===== src/rtl/asft_pkg.sv =====
// Package for the serial frame and conversion trigger block.
// Assumes a 50 MHz system clock and host pins sampled through synchronisers.
package asft_pkg;

    // Frame controller states
    typedef enum logic [1:0] {
        ASFT_IDLE,
        ASFT_SAMPLE,
        ASFT_CONVERT
    } asft_state_t;

    // System clock period
    localparam int CLK_PERIOD_NS = 20;

    // Serial word layout
    localparam int WORD_BITS = 16;
    localparam int WORD_MSB = 15;

    // Falling edges that end sampling in short and long frames
    localparam logic [5:0] SHORT_FRAME_EDGES = 6'h10;
    localparam logic [5:0] LONG_FRAME_EDGES = 6'h30;

    // Internal oscillator period, a plain default
    localparam int INTERNAL_OSCILLATOR_PERIOD_NS = 100;

    // Conversion length in oscillator periods, per variant
    localparam int CONV_OSC_PERIODS_14 = 18;
    localparam int CONV_OSC_PERIODS_12 = 13;

    // Fixed delay added to every oscillator-timed conversion
    localparam int CONV_EXTRA_NS = 15;

    // Conversion length in system clocks, least time rounded up
    localparam int CONV_OSC_CYC_14 =
        (CONV_OSC_PERIODS_14 * INTERNAL_OSCILLATOR_PERIOD_NS + CONV_EXTRA_NS + CLK_PERIOD_NS - 1) / CLK_PERIOD_NS;
    localparam int CONV_OSC_CYC_12 =
        (CONV_OSC_PERIODS_12 * INTERNAL_OSCILLATOR_PERIOD_NS + CONV_EXTRA_NS + CLK_PERIOD_NS - 1) / CLK_PERIOD_NS;

    // Conversion length in serial clock periods, per variant
    localparam int CONV_SCLK_PERIODS_14 = 72;
    localparam int CONV_SCLK_PERIODS_12 = 52;

    // Reset values of the outputs
    localparam logic INT_N_RESET = 1'b1;
    localparam logic EOC_RESET = 1'b1;

    // Result buffer defaults
    localparam int FIFO_DEPTH_DEFAULT = 16;

endpackage


===== src/rtl/asft_top.sv =====
// Serial host framing, sampling and conversion sequencing of a converter,
// plus the result buffer that feeds the serial output.
// Assumes host pins are asynchronous to clk and the analog core is outside.
`timescale 1ns/1ps

// Result buffer between the converter side and the serial shifter
module asft_fifo #(
    parameter int WIDTH = 16,
    parameter int DEPTH = 16
) (
    input wire logic clk,
    input wire logic reset_n,
    input wire logic clk_en,
    input wire logic in_valid,
    output logic in_ready,
    input wire logic [WIDTH-1:0] in_data,
    output logic out_valid,
    input wire logic out_ready,
    output logic [WIDTH-1:0] out_data
);
    localparam int AW = $clog2(DEPTH);

    // Pointer and occupancy state
    typedef struct packed {
        logic [AW-1:0] wr_ptr;
        logic [AW-1:0] rd_ptr;
        logic [AW:0] count;
        logic in_ready;
        logic out_valid;
    } asft_fifo_regs_t;

    asft_fifo_regs_t cur_ff;
    asft_fifo_regs_t nxt_ff;
    logic [WIDTH-1:0] mem [DEPTH];
    logic push;
    logic pop;

    // Handshakes on both sides
    assign push = in_valid && cur_ff.in_ready;
    assign pop = out_ready && cur_ff.out_valid;
    assign in_ready = cur_ff.in_ready;
    assign out_valid = cur_ff.out_valid;
    assign out_data = mem[cur_ff.rd_ptr];

    // Next pointers and flags
    always_comb begin
        nxt_ff = cur_ff;
        if (push) begin
            nxt_ff.wr_ptr = (cur_ff.wr_ptr == AW'(DEPTH - 1)) ? '0 : cur_ff.wr_ptr + 1'b1;
        end
        if (pop) begin
            nxt_ff.rd_ptr = (cur_ff.rd_ptr == AW'(DEPTH - 1)) ? '0 : cur_ff.rd_ptr + 1'b1;
        end
        // Occupancy moves only on a lone push or pop
        if (push && !pop) begin
            nxt_ff.count = cur_ff.count + 1'b1;
        end else if (pop && !push) begin
            nxt_ff.count = cur_ff.count - 1'b1;
        end
        nxt_ff.in_ready = (nxt_ff.count != (AW + 1)'(DEPTH));
        nxt_ff.out_valid = (nxt_ff.count != '0);
    end

    // State register, frozen while the enable is low
    always_ff @(posedge clk or negedge reset_n) begin
        if (!reset_n) begin
            cur_ff <= '{wr_ptr: '0, rd_ptr: '0, count: '0, in_ready: 1'b1, out_valid: 1'b0};
        end else if (clk_en) begin
            cur_ff <= nxt_ff;
        end
    end

    // Storage write
    always_ff @(posedge clk) begin
        if (clk_en && push) begin
            mem[cur_ff.wr_ptr] <= in_data;
        end
    end
endmodule

// Frame controller for the host serial port
module asft_top #(
    parameter int FIFO_DEPTH = asft_pkg::FIFO_DEPTH_DEFAULT,
    parameter int WORD_W = asft_pkg::WORD_BITS
) (
    input wire logic clk,
    input wire logic reset_n,
    input wire logic clk_en,
    input wire logic cs_n,
    input wire logic frame_sync_strobe,
    input wire logic sclk,
    input wire logic sdi,
    output logic sdo_o,
    output logic sdo_oe,
    output logic int_n,
    output logic eoc,
    input wire logic long_sampling,
    input wire logic conv_clk_sclk,
    input wire logic res_14bit,
    input wire logic result_valid,
    output logic result_ready,
    input wire logic [WORD_W-1:0] result_data,
    output logic [WORD_W-1:0] cmd_data,
    output logic cmd_valid
);
    // All registered state of the controller
    typedef struct packed {
        logic [2:0] cs_sy;
        logic [2:0] fs_sy;
        logic [2:0] sclk_sy;
        logic [1:0] sdi_sy;
        asft_pkg::asft_state_t st;
        logic [5:0] edge_cnt;
        logic [WORD_W-1:0] out_sh;
        logic [WORD_W-1:0] in_sh;
        logic [15:0] conv_cnt;
        logic sdo;
        logic sdo_oe;
        logic int_n;
        logic eoc;
        logic [WORD_W-1:0] cmd;
        logic cmd_valid;
        logic pop;
    } asft_regs_t;

    asft_regs_t cur_ff;
    asft_regs_t nxt_ff;

    // Buffer head towards the shifter
    logic head_valid;
    logic [WORD_W-1:0] head_data;

    // Synchronised levels and edges, frame start, and conversion length and count terms
    logic cs_low;
    logic fs_high;
    logic cs_fall;
    logic fs_rise;
    logic sclk_rise;
    logic sclk_fall;
    logic frame_start;
    logic [5:0] edge_limit;
    logic [15:0] conv_target;
    logic conv_tick;
    logic conv_done;

    asft_fifo #(
        .WIDTH(WORD_W),
        .DEPTH(FIFO_DEPTH)
    ) u_fifo (
        .clk(clk),
        .reset_n(reset_n),
        .clk_en(clk_en),
        .in_valid(result_valid),
        .in_ready(result_ready),
        .in_data(result_data),
        .out_valid(head_valid),
        .out_ready(cur_ff.pop),
        .out_data(head_data)
    );

    // Second and third flops only; the first stage feeds nothing else
    assign cs_low = !cur_ff.cs_sy[1];
    assign fs_high = cur_ff.fs_sy[1];
    assign cs_fall = cur_ff.cs_sy[2] && !cur_ff.cs_sy[1];
    assign fs_rise = !cur_ff.fs_sy[2] && cur_ff.fs_sy[1];
    assign sclk_rise = !cur_ff.sclk_sy[2] && cur_ff.sclk_sy[1];
    assign sclk_fall = cur_ff.sclk_sy[2] && !cur_ff.sclk_sy[1];

    // Frame starts: select edge with sync high, or sync edge while selected
    assign frame_start = (cur_ff.st == asft_pkg::ASFT_IDLE) &&
        ((cs_fall && fs_high) || (fs_rise && cs_low));

    // Sampling window length
    assign edge_limit = long_sampling ? asft_pkg::LONG_FRAME_EDGES : asft_pkg::SHORT_FRAME_EDGES;

    // Conversion length in the selected conversion clock
    always_comb begin
        if (conv_clk_sclk) begin
            conv_target = res_14bit ? 16'(asft_pkg::CONV_SCLK_PERIODS_14) : 16'(asft_pkg::CONV_SCLK_PERIODS_12);
        end else begin
            conv_target = res_14bit ? 16'(asft_pkg::CONV_OSC_CYC_14) : 16'(asft_pkg::CONV_OSC_CYC_12);
        end
    end

    // Serial clock mode counts falling edges, oscillator mode every clock
    assign conv_tick = conv_clk_sclk ? sclk_fall : 1'b1;
    assign conv_done = (cur_ff.st == asft_pkg::ASFT_CONVERT) && conv_tick &&
        (cur_ff.conv_cnt == conv_target - 16'h0001);

    // Next-state logic of the whole controller
    always_comb begin
        nxt_ff = cur_ff;
        nxt_ff.cs_sy = {cur_ff.cs_sy[1:0], cs_n};
        nxt_ff.fs_sy = {cur_ff.fs_sy[1:0], frame_sync_strobe};
        nxt_ff.sclk_sy = {cur_ff.sclk_sy[1:0], sclk};
        nxt_ff.sdi_sy = {cur_ff.sdi_sy[0], sdi};
        nxt_ff.cmd_valid = 1'b0;
        nxt_ff.pop = 1'b0;
        // Output driven only while selected
        nxt_ff.sdo_oe = cs_low;
        // Either frame edge releases the interrupt
        if ((cs_fall && fs_high) || (fs_rise && cs_low)) begin
            nxt_ff.int_n = 1'b1;
        end
        case (cur_ff.st)
            asft_pkg::ASFT_IDLE: begin
                // New frame: load the buffer head, MSB out at once
                if (frame_start) begin
                    nxt_ff.st = asft_pkg::ASFT_SAMPLE;
                    nxt_ff.edge_cnt = '0;
                    nxt_ff.out_sh = head_valid ? head_data : '0;
                    nxt_ff.sdo = head_valid ? head_data[WORD_W-1] : 1'b0;
                    nxt_ff.pop = head_valid;
                end
            end
            asft_pkg::ASFT_SAMPLE: begin
                if (!cs_low) begin
                    // Select lost mid-sampling: abandon frame
                    nxt_ff.st = asft_pkg::ASFT_IDLE;
                end else if (sclk_fall) begin
                    nxt_ff.edge_cnt = cur_ff.edge_cnt + 6'h01;
                    if (cur_ff.edge_cnt < asft_pkg::SHORT_FRAME_EDGES) begin
                        nxt_ff.in_sh = {cur_ff.in_sh[WORD_W-2:0], cur_ff.sdi_sy[1]};
                    end
                    if (cur_ff.edge_cnt == asft_pkg::SHORT_FRAME_EDGES - 6'h01) begin
                        nxt_ff.cmd = {cur_ff.in_sh[WORD_W-2:0], cur_ff.sdi_sy[1]};
                        nxt_ff.cmd_valid = 1'b1;
                    end
                    // Last sampling edge starts conversion
                    if (cur_ff.edge_cnt == edge_limit - 6'h01) begin
                        nxt_ff.st = asft_pkg::ASFT_CONVERT;
                        nxt_ff.eoc = 1'b0;
                        nxt_ff.conv_cnt = '0;
                    end
                end else if (sclk_rise && cur_ff.edge_cnt != '0) begin
                    // Next bit goes out after the rising edge
                    nxt_ff.out_sh = {cur_ff.out_sh[WORD_W-2:0], 1'b0};
                    nxt_ff.sdo = cur_ff.out_sh[WORD_W-2];
                end
            end
            asft_pkg::ASFT_CONVERT: begin
                // Conversion keeps running even if select rises
                if (conv_done) begin
                    nxt_ff.st = asft_pkg::ASFT_IDLE;
                    nxt_ff.int_n = 1'b0;
                    nxt_ff.eoc = 1'b1;
                end else if (conv_tick) begin
                    nxt_ff.conv_cnt = cur_ff.conv_cnt + 16'h0001;
                end
            end
            default: begin
                nxt_ff.st = asft_pkg::ASFT_IDLE;
            end
        endcase
    end

    // State register, frozen while the enable is low
    always_ff @(posedge clk or negedge reset_n) begin
        if (!reset_n) begin
            // Synchronisers start at the idle pin levels so no false edge follows reset
            cur_ff <= '{cs_sy: 3'h7, fs_sy: 3'h7, sclk_sy: 3'h0, sdi_sy: 2'h0, st: asft_pkg::ASFT_IDLE,
                edge_cnt: '0, out_sh: '0, in_sh: '0, conv_cnt: '0, sdo: 1'b0, sdo_oe: 1'b0,
                int_n: asft_pkg::INT_N_RESET, eoc: asft_pkg::EOC_RESET, cmd: '0, cmd_valid: 1'b0, pop: 1'b0};
        end else if (clk_en) begin
            cur_ff <= nxt_ff;
        end
    end

    // Outputs straight from the state register
    assign sdo_o = cur_ff.sdo;
    assign sdo_oe = cur_ff.sdo_oe;
    assign int_n = cur_ff.int_n;
    assign eoc = cur_ff.eoc;
    assign cmd_data = cur_ff.cmd;
    assign cmd_valid = cur_ff.cmd_valid;

    // Input bit is the synchronised level at the falling edge
    capture_bit_a: assert property (@(posedge clk) disable iff (!reset_n)
        (clk_en && cur_ff.st == asft_pkg::ASFT_SAMPLE && cs_low && sclk_fall &&
        cur_ff.edge_cnt < asft_pkg::SHORT_FRAME_EDGES) |=> (cur_ff.in_sh[0] == $past(cur_ff.sdi_sy[1])))
        else $error("serial input bit not captured on falling edge");

    // Output bit moves only after a rising edge or a frame start
    launch_bit_a: assert property (@(posedge clk) disable iff (!reset_n)
        (cur_ff.sdo != $past(cur_ff.sdo)) |-> $past(clk_en && (sclk_rise || frame_start)))
        else $error("serial output changed without a rising edge");

    // Final sampling edge enters conversion with end-of-conversion low
    conv_start_a: assert property (@(posedge clk) disable iff (!reset_n)
        (clk_en && cur_ff.st == asft_pkg::ASFT_SAMPLE && cs_low && sclk_fall &&
        cur_ff.edge_cnt == edge_limit - 6'h01) |=> (cur_ff.st == asft_pkg::ASFT_CONVERT && !cur_ff.eoc))
        else $error("conversion did not start at final sampling edge");

    // Short frame never converts before sixteen edges
    short_edges_a: assert property (@(posedge clk) disable iff (!reset_n)
        (cur_ff.st == asft_pkg::ASFT_SAMPLE ##1 cur_ff.st == asft_pkg::ASFT_CONVERT) |->
        ($past(cur_ff.edge_cnt) == edge_limit - 6'h01))
        else $error("conversion started at wrong edge count");

    // End-of-conversion stays low through conversion
    eoc_low_a: assert property (@(posedge clk) disable iff (!reset_n)
        (cur_ff.st == asft_pkg::ASFT_CONVERT) |-> !cur_ff.eoc)
        else $error("end-of-conversion high during conversion");

    // Oscillator conversion ends with the interrupt after the full count
    osc_time_a: assert property (@(posedge clk) disable iff (!reset_n)
        (clk_en && !conv_clk_sclk && cur_ff.st == asft_pkg::ASFT_CONVERT &&
        cur_ff.conv_cnt == conv_target - 16'h0001) |=> (!cur_ff.int_n && cur_ff.st == asft_pkg::ASFT_IDLE))
        else $error("oscillator conversion length wrong");

    // Serial clock conversion count never passes its target
    sclk_time_a: assert property (@(posedge clk) disable iff (!reset_n)
        (conv_clk_sclk && cur_ff.st == asft_pkg::ASFT_CONVERT) |-> (cur_ff.conv_cnt < conv_target))
        else $error("serial clock conversion overran");

    // Output released whenever select is high
    deselect_off_a: assert property (@(posedge clk) disable iff (!reset_n)
        (clk_en && !cs_low) |=> !cur_ff.sdo_oe)
        else $error("output driven while deselected");

    // Select falling edge raises the interrupt line
    cs_release_a: assert property (@(posedge clk) disable iff (!reset_n)
        (clk_en && cs_fall && fs_high) |=> cur_ff.int_n)
        else $error("interrupt not released on select edge");

    // Frame sync rising edge raises the interrupt line
    fs_release_a: assert property (@(posedge clk) disable iff (!reset_n)
        (clk_en && fs_rise && cs_low) |=> cur_ff.int_n)
        else $error("interrupt not released on frame sync edge");

    // First output bit is the buffer head MSB
    msb_first_a: assert property (@(posedge clk) disable iff (!reset_n)
        (clk_en && frame_start) |=> (cur_ff.sdo == $past(head_valid && head_data[WORD_W-1])))
        else $error("first output bit not the MSB");

    // Edge counter advances by one per falling edge during sampling
    edge_count_a: assert property (@(posedge clk) disable iff (!reset_n)
        (clk_en && cur_ff.st == asft_pkg::ASFT_SAMPLE && cs_low && sclk_fall) |=>
        (cur_ff.edge_cnt == $past(cur_ff.edge_cnt) + 6'h01))
        else $error("falling edge count did not advance");
endmodule

===== config.mk =====
export PLATFORM = sky130hd
export DESIGN_NAME = asft_top
export DESIGN_NICKNAME = d
export VERILOG_FILES = /design/src/rtl/asft_pkg.sv /design/src/rtl/asft_top.sv
export SDC_FILE = /design/constraint.sdc
export NUM_CORES = 1
export LEC_CHECK = 0
export BUFFER_PORTS_ARGS = -buffer_cell sky130_fd_sc_hd__buf_2
export CAP_MARGIN = 25
export CORE_MARGIN = 2
export CORE_UTILIZATION = 30
export CTS_BUF_LIST = sky130_fd_sc_hd__clkbuf_2 sky130_fd_sc_hd__clkbuf_4 sky130_fd_sc_hd__clkbuf_8
export DETAILED_ROUTE_END_ITERATION = 6
export GPL_ROUTABILITY_DRIVEN = 0
export GPL_TIMING_DRIVEN = 1
export PLACE_DENSITY = 0.41
export SYNTH_ARGS = -nofsm -noshare
export SYNTH_HDL_FRONTEND = slang
export SYNTH_SLANG_ARGS = --single-unit

===== constraint.sdc =====
create_clock -name clk -period 2.8 [get_ports clk]
set_input_delay 0.56 -clock clk [delete_from_list [all_inputs] [get_ports clk]]
set_output_delay 0.56 -clock clk [all_outputs]
set_load 0.1 [all_outputs]

==> results.md <==
* Synth cell types at 62
* Fin. Hold Viols at 0
* Yosys warns at 0
* Post-CTS resize count at 0
* Post-Syn Instances at 934
* Die height at 228 microns
* Critical Path Fanout Max at 24
* Vias at 8,147
* Outcome: finished, final reports clean
* Largest net degree at the start of global routing at 40
* Post-Syn Area at 15,000 sq um
* Yosys top cell area share at 51.2%
* First-iteration detailed-routing DRC count at between 600 and 700
* First-pass GRT wire length at 54,100 microns
* Crit path time final at 2250 ps
* Via-per-instance ratio at 4.67
* Slowest-stage cell, CP: dfrtp_4
* Number of remaining DRC errors at 0
* Initial antenna violation count at 1
* Mux contribution to synthesized area at 14.3%
* Post-synthesis sequential area ratio at around 70%
* Final worst-path cycle share at 80.4%
* Via count of the first global-routing pass at just under 9k
* Worst endpoint required time at 3290 ps
* CTS Buf Count at 67
* Setup crit end kind: flop
* Leakage at 6.40 nW
* Clock Skew at 32.2 ps
* Fraction of registers with async set/reset at between 20% and 30%
* Mean Syn Cell Area at 16.1 sq um
* Syn_nets at just under 1k
* Leading area contributor after synthesis: edfxtp_1
* Share of post-route cells with drive strength above 1 at between 30 and 40%
* Clock latency on the worst-skew pair at 630 ps
* Fin. max-slew vios at 0
* Crit path cell chain: buf_12, mux4_2, mux2i_1, nor2_1, a21oi_1, o221ai_1
* Max cap viols at 0
* Crit path arrival time at around 2700 ps
* Peak Freq at 444 MHz
* Post-layout nets at 1,083
* Port Buffers at 48
* PD cells at 824 nW/um^2
* Total grt overflow at 0
* Total power at around 15 mW
* Setup tns final at 0 ps
* CTS root buffer: clkbuf_8
* Slew @ Worst Pin at 733 ps
* CP Class: flop to flop
* Adder-Cell Fraction of Synth Area at 1.42%
* Max incr delay on CP at approximately 610 ps
* Simple-Gate Fraction of Synth Area at roughly 8%
* Slew Limit Headroom at between 50% and 60%
* Largest family of logic cells by synthesized area: multiplexers
* Antenna Violating Nets Remaining at 0
* Number of synthesized register bits at 358
* Post-synth top flop: edfxtp_1
* # clock sinks at 358
* Dominant cell by count in the synthesized netlist: edfxtp_1
* WP buf/inv at 1
* Synth Area in XOR/XNOR at 1.23%
* Top-level port count at between 40 and 50
* VDD IR max at 0.463 mV
* Post-Route WL at 34,800 microns
* Post-detail-place hpwl at 21,100 microns
* Top post-synthesis cells by area: edfxtp_1 (51%), dfrtp_1 (16%), mux4_2 (9.6%)
* Final setup violation count at 0
* Area growth syn-to-layout at 17.4%
* Clk slew on worst S/H paths at 60 ps
* RSZ-0062 raised after global routing: false
* CTS tree: done
* Initial core utilization at 30.5%
* DIE WIDTH at 228 microns
* Worst path top cell family by delay: multiplexers
* Number of synthesized flops with an enable pin at 256
* Overall die area at 51,800 sq um
* Pre-Repair DR Iteration Count at 4
* Compound-gate portion of the synthesized area at approximately 4.2%
* Num rows at slightly above 80
* H-tree Lvls at 3
* Routed len/inst at 19.9 microns
* Total track usage at 14.1%
* Worst min-delay path category: input port to flop
* Clock Tree Buf Depth at 3
* Core Region at just under 50,000 sq um
* Commonest cells in the netlist: edfxtp_1 (256), nand2_1 (115), dfrtp_1 (93), mux4_2 (64)
* Worst setup SP type: flop
[worst reg2reg max path: stages, from the launching register on]
cell,delay (ps)
dfrtp_4,610
buf_12,260
mux4_2,570
mux2i_1,300
nor2_1,70
a21oi_1,190
o221ai_1,130
[cell type report]
type                            count  area (sq um)
Clock buffer                       95          1190
Multi-Input combinational cell    502          4450
Timing Repair Buffer               97           738
Inverter                           13          48.8
Antenna cell                        1          2.50
Clock inverter                     16           109
Sequential cell                   358         10300
Tap cell                          664           831
Fill cell                        4708         31500
[cells in the final DEF (no fill, tap or decap), types with 8 or more instances in the layout]
cell type / Yosys / layout
a21oi_1: 27 / 27
buf_2: 15 / 47
nor2_1: 45 / 33
mux4_2: 64 / 64
buf_12: 0 / 10
clkbuf_8: 0 / 76
and3_1: 8 / 8
or4_1: 10 / 10
mux2_2: 45 / 45
xnor2_1: 12 / 12
o21ai_0: 16 / 16
dfrtp_1: 93 / 90
o221ai_1: 15 / 15
nor2_2: 1 / 13
ha_1: 17 / 17
xor2_1: 9 / 9
buf_4: 19 / 39
mux2i_1: 19 / 19
edfxtp_1: 256 / 256
o31ai_1: 8 / 8
dfstp_2: 9 / 9
clkinv_1: 0 / 8
clkbuf_4: 0 / 19
nand3_1: 18 / 18
inv_1: 13 / 13
nand2_1: 115 / 115
[report_power, final]
| part | switching (mW) | total (mW) | internal (mW) |
|---|---|---|---|
| registers | 0.474 | 6.64 | 6.16 |
| logic | 1.52 | 2.92 | 1.39 |
| clock network | 2.17 | 4.97 | 2.81 |
| total | 4.16 | 14.5 | 10.4 |
[per-stage QoR]
stage | area, sq um | util, % | instances | setup WS (ps) | hold WS [ps]
floorplan | 15000 | - | 934 | 169 | 264
global placement | 16300 | 33.2 | 1633 | 282 | 444
detailed placement | 16300 | 33.2 | 1633 | 223 | 451
CTS | 17600 | 35.9 | 1745 | 507 | 105
global route | 17600 | 35.9 | 1745 | 366 | 113
finish | 17600 | 35.9 | 1746 | 549 | 176
[sequential cells by signal (all words and copies together) (netlist names)]
name / cells
cur_ff: 66
u_fifo.mem: 256
cmd_data: 16
u_fifo.in_ready: 1
sdo_o: 1
int_n: 1
sdo_oe: 1
u_fifo.cur_ff: 13
eoc: 1
u_fifo.out_valid: 1
cmd_valid: 1
[repair_timing]
item,in CTS,in global routing
hold endpoints to repair,31,0
setup buffers,0,0
hold buffers,1,0
[kinds of logic (layout without fill, tap and decap cells)]
| kind of cell | after synthesis | count (layout) |
|---|---|---|
| other | 0 | 1 |
| flip-flops | 358 | 358 |
| adder cells (fa/ha/maj) | 17 | 17 |
| multiplexers | 129 | 129 |
| AO/OA/AOI/OAI | 92 | 92 |
| buffers and inverters | 74 | 221 |
| XOR/XNOR | 21 | 21 |
| AND/OR/NAND/NOR | 243 | 243 |
[worst paths after layout]
kind,startpoint,endpoint,slack [ps],cells past startpoint
worst max-delay path,u_fifo.cur_ff[7]$_DFFE_PN0P_,cur_ff[57]$_DFFE_PN0P_,550,6
worst min-delay path,cs_n,cur_ff[86]$_DFFE_PN1P_,180,2
min in group asynchronous,reset_n,cur_ff[35]$_DFFE_PN0P_,480,2
max in group asynchronous,reset_n,cur_ff[86]$_DFFE_PN1P_,1640,3
worst max register to register,u_fifo.cur_ff[7]$_DFFE_PN0P_,cur_ff[57]$_DFFE_PN0P_,550,6
worst min register to register,cmd_data[7]$_DFFE_PN0P_,cmd_data[7]$_DFFE_PN0P_,450,2
[per-layer routing]
layer,vias up,track usage [%],part of all wire (%)
met5,-,0,0
met3,62,3.63,4.2
met2,151,22.2,47
li1,3788,-,-
met4,0,4.45,2.0
met1,4146,19.2,47
Power figures use the tool's default switching activity.
